$ cat src/pkg/aes_pkg.sv
`default_nettype none
package aes_pkg;
   // management frame fields
   localparam logic [1:0] OP_READ = 2'h2;
   localparam logic [1:0] OP_WRITE = 2'h1;
   localparam logic [5:0] PRE_LEN = 6'h20;
   localparam logic [5:0] OP_LAST = 6'h01;
   localparam logic [5:0] ADR_LAST = 6'h09;
   localparam logic [5:0] TA_LAST = 6'h01;
   localparam logic [5:0] DAT_LAST = 6'h0f;
   localparam logic [5:0] CNT_ONE = 6'h01;
   localparam logic [5:0] CNT_ZERO = 6'h00;
   localparam logic [4:0] PHY_ADDR_DEF = 5'h01;
   // register offsets
   localparam logic [4:0] LPA_ADDR = 5'h05;
   localparam logic [4:0] EXP_ADDR = 5'h06;
   // expansion register layout
   localparam logic [15:0] EXP_RESET = 16'h0004;
   localparam int RSV_HI = 15;
   localparam int RSV_LO = 5;
   localparam int BIT_PDF = 4;
   localparam int BIT_LPNP = 3;
   localparam int BIT_NPA = 2;
   localparam int BIT_PGRX = 1;
   localparam int BIT_LPAN = 0;
   localparam logic [10:0] RSV_RESET = 11'h000;
   localparam logic [15:0] LPA_RESET = 16'h0000;
   localparam int LCW_NP_BIT = 15;
   localparam logic NPA_ABLE = 1'h1;
   // serial frame states
   typedef enum logic [6:0] {
      ST_PRE = 7'h01,
      ST_ST  = 7'h02,
      ST_OP  = 7'h04,
      ST_ADR = 7'h08,
      ST_TA  = 7'h10,
      ST_DAT = 7'h20,
      ST_RD  = 7'h40
   } aes_state_t;
endpackage
`default_nettype wire

$ cat src/pkg/aes_mgmt_if.sv
`timescale 1ns/1ps
`default_nettype none
interface aes_mgmt_if;
   logic rd_stb;
   logic wr_stb;
   logic [4:0] reg_addr;
   logic [15:0] wr_data;
   logic [15:0] rd_data;
   modport master (output rd_stb, output wr_stb, output reg_addr, output wr_data,
                   input rd_data);
   modport bank (input rd_stb, input wr_stb, input reg_addr, input wr_data,
                 output rd_data);
endinterface
`default_nettype wire

$ cat src/design/aes_pin_sync.sv
`timescale 1ns/1ps
`default_nettype none
module aes_pin_sync #(
   parameter int W = 2
) (
   input wire logic clk_sys, // system clock
   input wire logic reset, // sync reset, high
   input wire logic [W-1:0] pin_in, // asynchronous pins
   output logic [W-1:0] pin_sync // pins in clk_sys domain
);
   logic [W-1:0] meta;
   genvar i;
   generate
      for (i = 0; i < W; i++) begin : g_bit
         always_ff @(posedge clk_sys) begin
            if (reset) begin
               meta[i] <= 1'b0;
               pin_sync[i] <= 1'b0;
            end else begin
               meta[i] <= pin_in[i];
               pin_sync[i] <= meta[i];
            end
         end
      end
   endgenerate
endmodule
`default_nettype wire

$ cat src/design/aes_status_bank.sv
`timescale 1ns/1ps
`default_nettype none
module aes_status_bank (
   input wire logic clk_sys, // system clock
   input wire logic reset, // sync reset, high
   aes_mgmt_if.bank mgmt, // register access from the serial engine
   input wire logic cmd_override, // command override control bit
   input wire logic pd_fault_evt, // parallel detection fault pulse
   input wire logic lcw_stb, // link code word received pulse
   input wire logic [15:0] lcw_word, // received link code word
   input wire logic flp_ok_stb, // valid fast link pulse burst pulse
   input wire logic an_restart, // negotiation restart pulse
   output logic [15:0] lp_ability, // partner ability register
   output logic [10:0] aux_bits // override-writable reserved storage
);
   logic pd_fault;
   logic lp_np;
   logic page_rx;
   logic lp_an;
   logic exp_rd;
   assign exp_rd = mgmt.rd_stb && (mgmt.reg_addr == aes_pkg::EXP_ADDR);

   always_ff @(posedge clk_sys) begin
      if (reset) begin
         lp_ability <= aes_pkg::LPA_RESET;
      end else if (lcw_stb) begin
         lp_ability <= lcw_word;
      end
   end

   always_ff @(posedge clk_sys) begin
      if (reset) begin
         page_rx <= 1'b0;
      end else if (lcw_stb) begin
         page_rx <= 1'b1;
      end else if (exp_rd) begin
         page_rx <= 1'b0;
      end
   end

   always_ff @(posedge clk_sys) begin
      if (reset) begin
         pd_fault <= 1'b0;
      end else if (pd_fault_evt) begin
         pd_fault <= 1'b1;
      end else if (exp_rd) begin
         pd_fault <= 1'b0;
      end
   end

   always_ff @(posedge clk_sys) begin
      if (reset) begin
         lp_np <= 1'b0;
      end else if (lcw_stb) begin
         lp_np <= lcw_word[aes_pkg::LCW_NP_BIT];
      end else if (an_restart) begin
         lp_np <= 1'b0;
      end
   end

   always_ff @(posedge clk_sys) begin
      if (reset) begin
         lp_an <= 1'b0;
      end else if (flp_ok_stb) begin
         lp_an <= 1'b1;
      end else if (an_restart) begin
         lp_an <= 1'b0;
      end
   end

   always_ff @(posedge clk_sys) begin
      if (reset) begin
         aux_bits <= aes_pkg::RSV_RESET;
      end else if (mgmt.wr_stb && cmd_override && mgmt.reg_addr == aes_pkg::EXP_ADDR) begin
         aux_bits <= mgmt.wr_data[aes_pkg::RSV_HI:aes_pkg::RSV_LO];
      end
   end

   // snapshot taken before the read clear lands
   always_ff @(posedge clk_sys) begin
      if (reset) begin
         mgmt.rd_data <= aes_pkg::EXP_RESET;
      end else if (mgmt.rd_stb) begin
         case (mgmt.reg_addr)
            aes_pkg::EXP_ADDR: begin
               mgmt.rd_data <= '0;
               mgmt.rd_data[aes_pkg::RSV_HI:aes_pkg::RSV_LO] <= '0;
               mgmt.rd_data[aes_pkg::BIT_PDF] <= pd_fault;
               mgmt.rd_data[aes_pkg::BIT_LPNP] <= lp_np;
               mgmt.rd_data[aes_pkg::BIT_NPA] <= aes_pkg::NPA_ABLE;
               mgmt.rd_data[aes_pkg::BIT_PGRX] <= page_rx;
               mgmt.rd_data[aes_pkg::BIT_LPAN] <= lp_an;
            end
            aes_pkg::LPA_ADDR: begin
               mgmt.rd_data <= lp_ability;
            end
            default: begin
               mgmt.rd_data <= '0;
            end
         endcase
      end
   end
endmodule
`default_nettype wire

$ cat src/design/aes_top.sv
`timescale 1ns/1ps
`default_nettype none
module aes_top #(
   parameter logic [4:0] PHY_ADDR = aes_pkg::PHY_ADDR_DEF
) (
   input wire logic clk_sys, // 20 MHz system clock
   input wire logic reset, // sync reset, high
   input wire logic mdc, // management clock pin
   input wire logic mdio_in, // management data pin, input side
   output logic mdio_out, // management data pin, output value
   output logic mdio_oe, // management data pin, output enable
   input wire logic cmd_override, // command override control bit
   input wire logic pd_fault_evt, // parallel detection fault pulse
   input wire logic lcw_stb, // link code word received pulse
   input wire logic [15:0] lcw_word, // received link code word
   input wire logic flp_ok_stb, // valid burst received pulse
   input wire logic an_restart, // negotiation restart pulse
   output logic [15:0] lp_ability, // partner ability register
   output logic [10:0] aux_bits // reserved bit storage
);
   aes_mgmt_if mgmt ();

   logic [1:0] pins_sync;
   logic mdc_s;
   logic mdio_s;
   logic mdc_d;
   logic rise;
   aes_pkg::aes_state_t state;
   logic [5:0] ones_cnt;
   logic [5:0] bit_cnt;
   logic [1:0] op;
   logic [9:0] adr_sr;
   logic [15:0] dat_sr;
   logic [15:0] tx_sr;
   logic is_read;
   logic is_write;
   logic addr_hit;
   logic [4:0] phy_field;
   logic [4:0] reg_field;
   logic last_bit;
   logic rd_stb;
   logic wr_stb;
   logic [4:0] reg_addr;
   logic [15:0] wr_data;

   aes_pin_sync #(
      .W(2)
   ) u_sync (
      .clk_sys(clk_sys),
      .reset(reset),
      .pin_in({mdc, mdio_in}),
      .pin_sync(pins_sync)
   );

   assign mdc_s = pins_sync[1];
   assign mdio_s = pins_sync[0];

   aes_status_bank u_bank (
      .clk_sys(clk_sys),
      .reset(reset),
      .mgmt(mgmt.bank),
      .cmd_override(cmd_override),
      .pd_fault_evt(pd_fault_evt),
      .lcw_stb(lcw_stb),
      .lcw_word(lcw_word),
      .flp_ok_stb(flp_ok_stb),
      .an_restart(an_restart),
      .lp_ability(lp_ability),
      .aux_bits(aux_bits)
   );

   assign mgmt.rd_stb = rd_stb;
   assign mgmt.wr_stb = wr_stb;
   assign mgmt.reg_addr = reg_addr;
   assign mgmt.wr_data = wr_data;

   // edge detect on the synchronised clock, never on the first flop
   always_ff @(posedge clk_sys) begin
      if (reset) begin
         mdc_d <= 1'b0;
      end else begin
         mdc_d <= mdc_s;
      end
   end

   assign rise = mdc_s && !mdc_d;

   // the final address bit is still on the pin at this edge
   assign phy_field = adr_sr[8:4];
   assign reg_field = {adr_sr[3:0], mdio_s};
   assign is_read = (op == aes_pkg::OP_READ);
   assign is_write = (op == aes_pkg::OP_WRITE);
   assign addr_hit = (phy_field == PHY_ADDR) &&
                     (reg_field == aes_pkg::EXP_ADDR || reg_field == aes_pkg::LPA_ADDR);
   assign last_bit = (bit_cnt == aes_pkg::DAT_LAST);

   // preamble: run of ones, saturating so long idle stays legal
   always_ff @(posedge clk_sys) begin
      if (reset) begin
         ones_cnt <= aes_pkg::CNT_ZERO;
      end else if (rise) begin
         if (!mdio_s) begin
            ones_cnt <= aes_pkg::CNT_ZERO;
         end else if (ones_cnt != aes_pkg::PRE_LEN) begin
            ones_cnt <= ones_cnt + aes_pkg::CNT_ONE;
         end
      end
   end

   // frame sequencer
   always_ff @(posedge clk_sys) begin
      if (reset) begin
         state <= aes_pkg::ST_PRE;
         bit_cnt <= aes_pkg::CNT_ZERO;
      end else if (rise) begin
         case (state)
            aes_pkg::ST_PRE: begin
               bit_cnt <= aes_pkg::CNT_ZERO;
               if (!mdio_s && ones_cnt == aes_pkg::PRE_LEN) begin
                  state <= aes_pkg::ST_ST;
               end
            end
            aes_pkg::ST_ST: begin
               bit_cnt <= aes_pkg::CNT_ZERO;
               if (mdio_s) begin
                  state <= aes_pkg::ST_OP;
               end else begin
                  state <= aes_pkg::ST_PRE;
               end
            end
            aes_pkg::ST_OP: begin
               if (bit_cnt == aes_pkg::OP_LAST) begin
                  bit_cnt <= aes_pkg::CNT_ZERO;
                  if (op[0] != mdio_s) begin
                     state <= aes_pkg::ST_ADR;
                  end else begin
                     state <= aes_pkg::ST_PRE;
                  end
               end else begin
                  bit_cnt <= bit_cnt + aes_pkg::CNT_ONE;
               end
            end
            aes_pkg::ST_ADR: begin
               if (bit_cnt == aes_pkg::ADR_LAST) begin
                  bit_cnt <= aes_pkg::CNT_ZERO;
                  // frames for other addresses are let pass untouched
                  if (addr_hit) begin
                     state <= aes_pkg::ST_TA;
                  end else begin
                     state <= aes_pkg::ST_PRE;
                  end
               end else begin
                  bit_cnt <= bit_cnt + aes_pkg::CNT_ONE;
               end
            end
            aes_pkg::ST_TA: begin
               if (is_read) begin
                  bit_cnt <= aes_pkg::CNT_ZERO;
                  state <= aes_pkg::ST_RD;
               end else if (bit_cnt == aes_pkg::TA_LAST) begin
                  bit_cnt <= aes_pkg::CNT_ZERO;
                  state <= aes_pkg::ST_DAT;
               end else begin
                  bit_cnt <= bit_cnt + aes_pkg::CNT_ONE;
               end
            end
            aes_pkg::ST_DAT: begin
               if (last_bit) begin
                  bit_cnt <= aes_pkg::CNT_ZERO;
                  state <= aes_pkg::ST_PRE;
               end else begin
                  bit_cnt <= bit_cnt + aes_pkg::CNT_ONE;
               end
            end
            aes_pkg::ST_RD: begin
               // one more edge past the last bit, to release the pin
               if (bit_cnt == aes_pkg::DAT_LAST + aes_pkg::CNT_ONE) begin
                  bit_cnt <= aes_pkg::CNT_ZERO;
                  state <= aes_pkg::ST_PRE;
               end else begin
                  bit_cnt <= bit_cnt + aes_pkg::CNT_ONE;
               end
            end
            default: begin
               bit_cnt <= aes_pkg::CNT_ZERO;
               state <= aes_pkg::ST_PRE;
            end
         endcase
      end
   end

   // opcode and address collection
   always_ff @(posedge clk_sys) begin
      if (reset) begin
         op <= 2'h0;
         adr_sr <= 10'h000;
      end else if (rise) begin
         if (state == aes_pkg::ST_OP) begin
            op <= {op[0], mdio_s};
         end
         if (state == aes_pkg::ST_ADR) begin
            adr_sr <= {adr_sr[8:0], mdio_s};
         end
      end
   end

   // write data collection
   always_ff @(posedge clk_sys) begin
      if (reset) begin
         dat_sr <= 16'h0000;
      end else if (rise && state == aes_pkg::ST_DAT) begin
         dat_sr <= {dat_sr[14:0], mdio_s};
      end
   end

   // register address held for the bank from the last address bit through the rest of the frame
   always_ff @(posedge clk_sys) begin
      if (reset) begin
         reg_addr <= 5'h00;
      end else if (rise && state == aes_pkg::ST_ADR && bit_cnt == aes_pkg::ADR_LAST) begin
         reg_addr <= reg_field;
      end
   end

   always_ff @(posedge clk_sys) begin
      if (reset) begin
         rd_stb <= 1'b0;
      end else begin
         rd_stb <= rise && state == aes_pkg::ST_ADR && bit_cnt == aes_pkg::ADR_LAST &&
                   addr_hit && is_read;
      end
   end

   // write strobe carries data to the bank
   always_ff @(posedge clk_sys) begin
      if (reset) begin
         wr_stb <= 1'b0;
         wr_data <= 16'h0000;
      end else begin
         wr_stb <= rise && state == aes_pkg::ST_DAT && last_bit;
         if (rise && state == aes_pkg::ST_DAT && last_bit) begin
            wr_data <= {dat_sr[14:0], mdio_s};
         end
      end
   end

   // read data drive: zero for the second turnaround bit, then msb first
   always_ff @(posedge clk_sys) begin
      if (reset) begin
         mdio_oe <= 1'b0;
         mdio_out <= 1'b0;
         tx_sr <= 16'h0000;
      end else if (rise) begin
         if (state == aes_pkg::ST_TA && is_read) begin
            mdio_oe <= 1'b1;
            mdio_out <= 1'b0;
            tx_sr <= mgmt.rd_data;
         end else if (state == aes_pkg::ST_RD &&
                      bit_cnt != aes_pkg::DAT_LAST + aes_pkg::CNT_ONE) begin
            mdio_oe <= 1'b1;
            mdio_out <= tx_sr[15];
            tx_sr <= {tx_sr[14:0], 1'b0};
         end else begin
            mdio_oe <= 1'b0;
            mdio_out <= 1'b0;
         end
      end
   end
endmodule
`default_nettype wire

$ cat config.mk
export PLATFORM = sky130hd
export DESIGN_NAME = aes_top
export DESIGN_NICKNAME = d
export VERILOG_FILES = /design/src/pkg/aes_pkg.sv /design/src/pkg/aes_mgmt_if.sv /design/src/design/aes_pin_sync.sv /design/src/design/aes_status_bank.sv /design/src/design/aes_top.sv
export SDC_FILE = /design/constraint.sdc
export NUM_CORES = 1
export LEC_CHECK = 0
export ABC_AREA = 1
export BUFFER_PORTS_ARGS = -buffer_cell sky130_fd_sc_hd__buf_2
export CELL_PAD_IN_SITES_DETAIL_PLACEMENT = 0
export CELL_PAD_IN_SITES_GLOBAL_PLACEMENT = 2
export CORE_AREA = 2 2 173 107
export CTS_CLUSTER_DIAMETER = 30
export DETAILED_ROUTE_END_ITERATION = 16
export DIE_AREA = 0 0 175 109
export PLACE_DENSITY = 0.8
export REMOVE_ABC_BUFFERS = 1
export SYNTH_ARGS = -nofsm -noshare
export SYNTH_HDL_FRONTEND = slang
export SYNTH_HIERARCHICAL = 1
export SYNTH_SLANG_ARGS = --single-unit
$ cat constraint.sdc
create_clock -name clk_sys -period 1.7 [get_ports clk_sys]
set_input_delay 0.085 -clock clk_sys [delete_from_list [all_inputs] [get_ports clk_sys]]
set_output_delay 0.085 -clock clk_sys [all_outputs]
set_load 0.01 [all_outputs]
==> results of run 1 <==
==> worst max-delay path: stages (launching register included) <==
cell     delay (ns)
dfxtp_1        0.36
nor2_4         0.12
nand2_2        0.11
nor2_2         0.26
nand2_2        0.10
inv_2          0.08
buf_4          0.19
nand3_1        0.10
a21oi_1        0.20
==> power by group <==
part	internal (mW)	switching (mW)
Combinational	0.137	0.192
Clock	2.24	1.54
Sequential	3.16	0.0337
Total	5.54	1.77
==> sequential cells by signal (all words and copies together), names as in the netlist, 5 cells and up <==
signal,count
adr_sr,9
bit_cnt,6
dat_sr,15
mgmt.reg_addr,5
mgmt.wr_data,11
ones_cnt,6
state,7
tx_sr,16
u_bank/aux_bits,11
u_bank/lp_ability,16
u_bank/mgmt.rd_data,16
==> per-layer routing <==
layer / GRT usage / vias to the layer above / part of all wire
met1: 0.203 / 2342 / 0.53
met3: 0.0366 / 16 / 0.031
li1: - / 2671 / -
met5: 0 / - / 0
met4: 0.0393 / 0 / 0.0096
met2: 0.249 / 65 / 0.43
==> metrics by stage <==
stage	power [mW]	std cells	setup WS [ns]	TNS, ns	cell area (um2)
global placement	3.54	1057	-0.111	-0.594	6190
global route	7.60	1114	-0.0397	-0.126	7100
CTS	7.41	1112	0.00674	0	7040
detailed placement	3.54	1057	-0.116	-0.886	6190
floorplan	3.40	742	-0.0434	-0.174	5460
finish	7.31	1114	0.0948	0	7100
==> timing repair <==
item,in CTS,in global routing
resized for setup,6,14
setup endpoints to repair,21,26
hold endpoints to repair,21,0
pin swaps,2,3
setup buffers,0,2
hold buffers,22,0
gates cloned,1,0
==> worst min-delay path by stage <==
stage / from / to / slack [ns] / cells past startpoint
floorplan: reset / mdio_oe / 0.15 / 1
global placement: flp_ok_stb / u_bank/lp_an / 0.29 / 3
detailed placement: mdio_in / u_sync/meta[0] / 0.30 / 3
CTS: reset / u_bank/mgmt.rd_data[1] / 0.02 / 2
global route: reset / u_bank/mgmt.rd_data[3] / 0.03 / 2
finish: reset / u_bank/mgmt.rd_data[1] / 0.03 / 2
==> final cells by class <==
cell class                 count  area (um2)
clock buffer                  17         425
clock inverter                15         184
fill                        1826       10500
inverter                      72         274
multi-input combinational    538        2580
sequential                   133        2660
tap                          240         300
timing repair buffer          99         669
==> cell usage in the layout (no fill, tap or decap), drive strengths merged, types with 2 or more instances in the layout <==
master	count
nand2	166
nor2	142
dfxtp	133
inv	81
buf	77
a21oi	73
o21ai	70
nand3	49
dlygate4sd3	22
nand4	20
clkbuf	17
xor2	5
ha	5
nor3	3
clkinv	3
xnor2	2
bufinv	2
==> metrics, run 1 <==
worst reg2reg path depth 8; worst-skew pair later-pin latency 0.41 ns; Achievable Freq around 0.62 GHz; Port Buffers 53; layout cells sized above 1 0.177; average wire per standard cell between 10 and 15 um; Tightest Pin Transition 0.463 ns; FF-to-FF setup slack between 0.09 and 0.1 ns; Synth Warn # 6; CTS tree built; Worst Setup SP state[1]; Final Net Count 891; total wire length approximately 14000 um; DRC 0; Peak VDD IR 620 uV; DR vias 5094; Hold WC Path Type primary input to flip-flop; Routability Congestion 0.832; Worst Skew 0.0113 ns; Syn Area/Cell between 7 and 8 um2; Antenna Violating Nets Remaining 0; P&R area growth vs syn 24.8%; reg-to-reg endpoint mgmt.wr_data[8]; post-route minimum period 1.61 ns; Die Wd 175 um; Worst slew margin 0.690; critical path type flip-flop to flip-flop; largest net degree at the start of global routing 38; CP Launch Type flip-flop; outcome finished clean; required time of the critical path 2.03 ns; Final Hold Viols 0; unrepaired setup endpoints after global routing yes; CTS max path bufs 2; clock tree sinks 133; I/O pins 54; setup violators final 0; Initial Util 0.322; DR pass1 iterations 4; global-route wire length before repair around 23000 um; die height approximately 110 um; Tot GR Track Use 0.152; Synth Instances 779; total core area 17600 um2; Post-Syn Area 5690 um2; Final Util 0.402; Worst Setup End Kind flip-flop; die area roughly 19000 um2; Lkg Pwr 3.08 nW; Power Dens Cells 1030 nW/um2; grt ovf 0; dpl hpwl about 9400 um; # diodes 0; Iteration-0 DRC Markers 210; Clk pin slew, worst setup/hold paths around 0.06 ns; H-Tree Depth 4; total CTS buffers 17; Max Cap Viol 0; initial antenna violation count 0; WP data arrival 1.94 ns; crit path max fanout 16; row count 38; max-slew violations 0; vias in the first global route between 5000 and 6000; clk root buf clkbuf_16; Final period util 0.944; drt via density 4.57; crit path to mgmt.wr_data[8]; worst r2r src state[1]; hold slack 0.0296 ns
Power figures use the tool's default switching activity.
==> run 2: changes to the inputs <==
--- a/config.mk
+++ b/config.mk
@@ -9,11 +9,12 @@
 export BUFFER_PORTS_ARGS = -buffer_cell sky130_fd_sc_hd__buf_2
 export CELL_PAD_IN_SITES_DETAIL_PLACEMENT = 0
 export CELL_PAD_IN_SITES_GLOBAL_PLACEMENT = 2
-export CORE_AREA = 2 2 173 107
+export CORE_AREA = 2 2 170 106
 export CTS_CLUSTER_DIAMETER = 30
 export DETAILED_ROUTE_END_ITERATION = 16
-export DIE_AREA = 0 0 175 109
-export PLACE_DENSITY = 0.8
+export DIE_AREA = 0 0 172 108
+export HOLD_SLACK_MARGIN = 0.08
+export PLACE_DENSITY = 0.82
 export REMOVE_ABC_BUFFERS = 1
 export SYNTH_ARGS = -nofsm -noshare
 export SYNTH_HDL_FRONTEND = slang
==> constraint.sdc (replaced) <==
create_clock -name clk_sys -period 1.93 [get_ports clk_sys]
set_input_delay 0.0965 -clock clk_sys [delete_from_list [all_inputs] [get_ports clk_sys]]
set_output_delay 0.0965 -clock clk_sys [all_outputs]
set_load 0.01 [all_outputs]
==> run 2 against run 1 <==
  * Die area shrank 2.6%
  * Global-route usage shrank 0.33 points
  * Sequential cell count is the same
  * Critical path depth is the same
  * Critical path type unchanged
  * Largest power group unchanged
==> metrics, run 2 (synthesized netlist as in run 1, its figures left out) <==
average wire per standard cell 11.7 um (-5.0%); post-CTS resize count 0 (-6); Tightest Pin Transition 0.537 ns (+0.0740 ns); initial antenna violation count 0 (unchanged); CTS max path bufs 2 (unchanged); hold slack 0.106 ns (+0.0766 ns); Hold WC Path Type primary input to flip-flop; Routability Congestion 0.809 (-2.8%); Power Dens Cells 909 nW/um2 (-12%); setup bufs post-CTS 0 (unchanged); Largest regs tx_sr x16, u_bank/lp_ability x16, u_bank/mgmt.rd_data x16; H-Tree Depth 4 (unchanged); Lkg Pwr 3.03 nW (-1.8%); Die Wd 172 um (-1.7%); # diodes 0 (unchanged); drt via density 4.53 (-0.94%); Tot GR Track Use 0.149 (-0.00334); layout cells sized above 1 0.156 (-0.0216); setup violators final 0 (unchanged); outcome finished clean; most frequent cells in the layout nand2_1, dfxtp_1, nor2_1; vias in the first global route 4853 (-3.5%); Final period util 0.912 (-0.0320); most common cell after layout, fill and taps aside nand2_1; P&R area growth vs syn 22.5%; die height 108 um (-0.92%); crit path max fanout 17 (+1); required time of the critical path 2.27 ns (+0.24 ns); Antenna Violating Nets Remaining 0 (unchanged); WP data arrival 2.10 ns (+0.16 ns); Max Cap Viol 0 (unchanged); Final Hold Viols 0 (unchanged); max-slew violations 0 (unchanged); DR pass1 iterations 5 (+1); total core area 16900 um2 (-4.5%); clock tree sinks 133 (unchanged); total wire length 12900 um (-6.1%); row count 37 (-2.6%); DR vias 4987 (-2.1%); DRC 0 (unchanged); I/O pins 54 (unchanged); Worst Setup End Kind flip-flop; Peak VDD IR 393 uV (-37%); die area 18600 um2 (-2.6%); CTS tree built; Clk pin slew, worst setup/hold paths 0.06 ns (about the same); worst-skew pair later-pin latency 0.41 ns (about the same); clk root buf clkbuf_16; Worst Skew 0.0143 ns (+0.00294 ns); post-route minimum period 1.76 ns (+0.155 ns); fillcell total 1792 (-1.9%); global-route wire length before repair 22300 um (-5.1%); Achievable Freq 0.568 GHz (-8.8%); unrepaired setup endpoints after global routing no; total CTS buffers 17 (unchanged); grt ovf 0 (unchanged); Iteration-0 DRC Markers 197 (-6.2%); critical path type flip-flop to flip-flop; CP Launch Type flip-flop; largest net degree at the start of global routing 58 (+53%); Port Buffers 53 (unchanged); setup_tns 0 ns (unchanged); Worst slew margin 0.642 (-0.0485); Initial Util 0.337 (+0.0151); Final Net Count 884 (-0.79%); dpl hpwl 9000 um (-4.6%); Final Util 0.413 (+0.0112)
[run 2: cell count changes in the layout (fill, tap and decap cells not counted), sizes merged]
cell    before  now
nand2      166  165
clkinv       3    2
inv         81   83
bufinv       2    1
buf         77   71
[run 2: routing by layer]
layer | part of all wire | global-route usage
met1 | 0.53 | 0.204
met2 | 0.43 | 0.236
met3 | 0.028 | 0.0275
met4 | 0.0082 | 0.0504
met5 | 0 | 0
[run 2: cell type report]
| type | instances | area [um2] | share of cell area |
|---|---|---|---|
| Clock inverter | 15 | 171 | 0.0246 |
| Inverter | 72 | 273 | 0.0392 |
| Tap cell | 234 | 293 | 0.0420 |
| Timing Repair Buffer | 93 | 621 | 0.0891 |
| Clock buffer | 17 | 425 | 0.0611 |
| Multi-Input combinational cell | 537 | 2520 | 0.362 |
| Sequential cell | 133 | 2660 | 0.382 |
[run 2: final timing paths]
path,slack [ns],from,depth (start not counted),to
hold / removal,0.11,lcw_stb,3,u_bank/lp_ability[15]
setup reg to reg,0.17,state[0],8,tx_sr[6]
hold reg to reg,0.41,u_sync/meta[0],2,u_sync/pin_sync[0]
setup / recovery,0.17,state[0],8,tx_sr[6]
[run 2: what timing repair did]
action / CTS / global route
endpoints found under the setup margin: 0 / 0
endpoints found under the hold margin: 21 / 0
hold buffers: 22 / 0
[run 2: worst max-delay path, stage by stage, from the launching register on]
cell	delay, ns
dfxtp_1	0.35
nor2_4	0.14
nand2_2	0.10
nor2_4	0.17
nand2_4	0.18
a21oi_4	0.31
buf_4	0.21
o21ai_0	0.08
nor2_1	0.14
[run 2: power breakdown]
group          internal [mW]  switching, mW
clock                   1.86           1.39
sequential              2.78         0.0273
combinational          0.118          0.161
[run 2: stage by stage]
stage | total power, mW | instances | setup slack, ns | cell area (um2)
2_1_floorplan | 3.00 | 742 | 0.187 | 5460
3_3_place_gp | 3.12 | 1047 | 0.237 | 6150
3_5_place_dp | 3.12 | 1047 | 0.211 | 6150
4_1_cts | 6.44 | 1101 | 0.148 | 6970
5_1_grt | 6.60 | 1101 | 0.0205 | 6970
6_report | 6.33 | 1101 | 0.169 | 6970
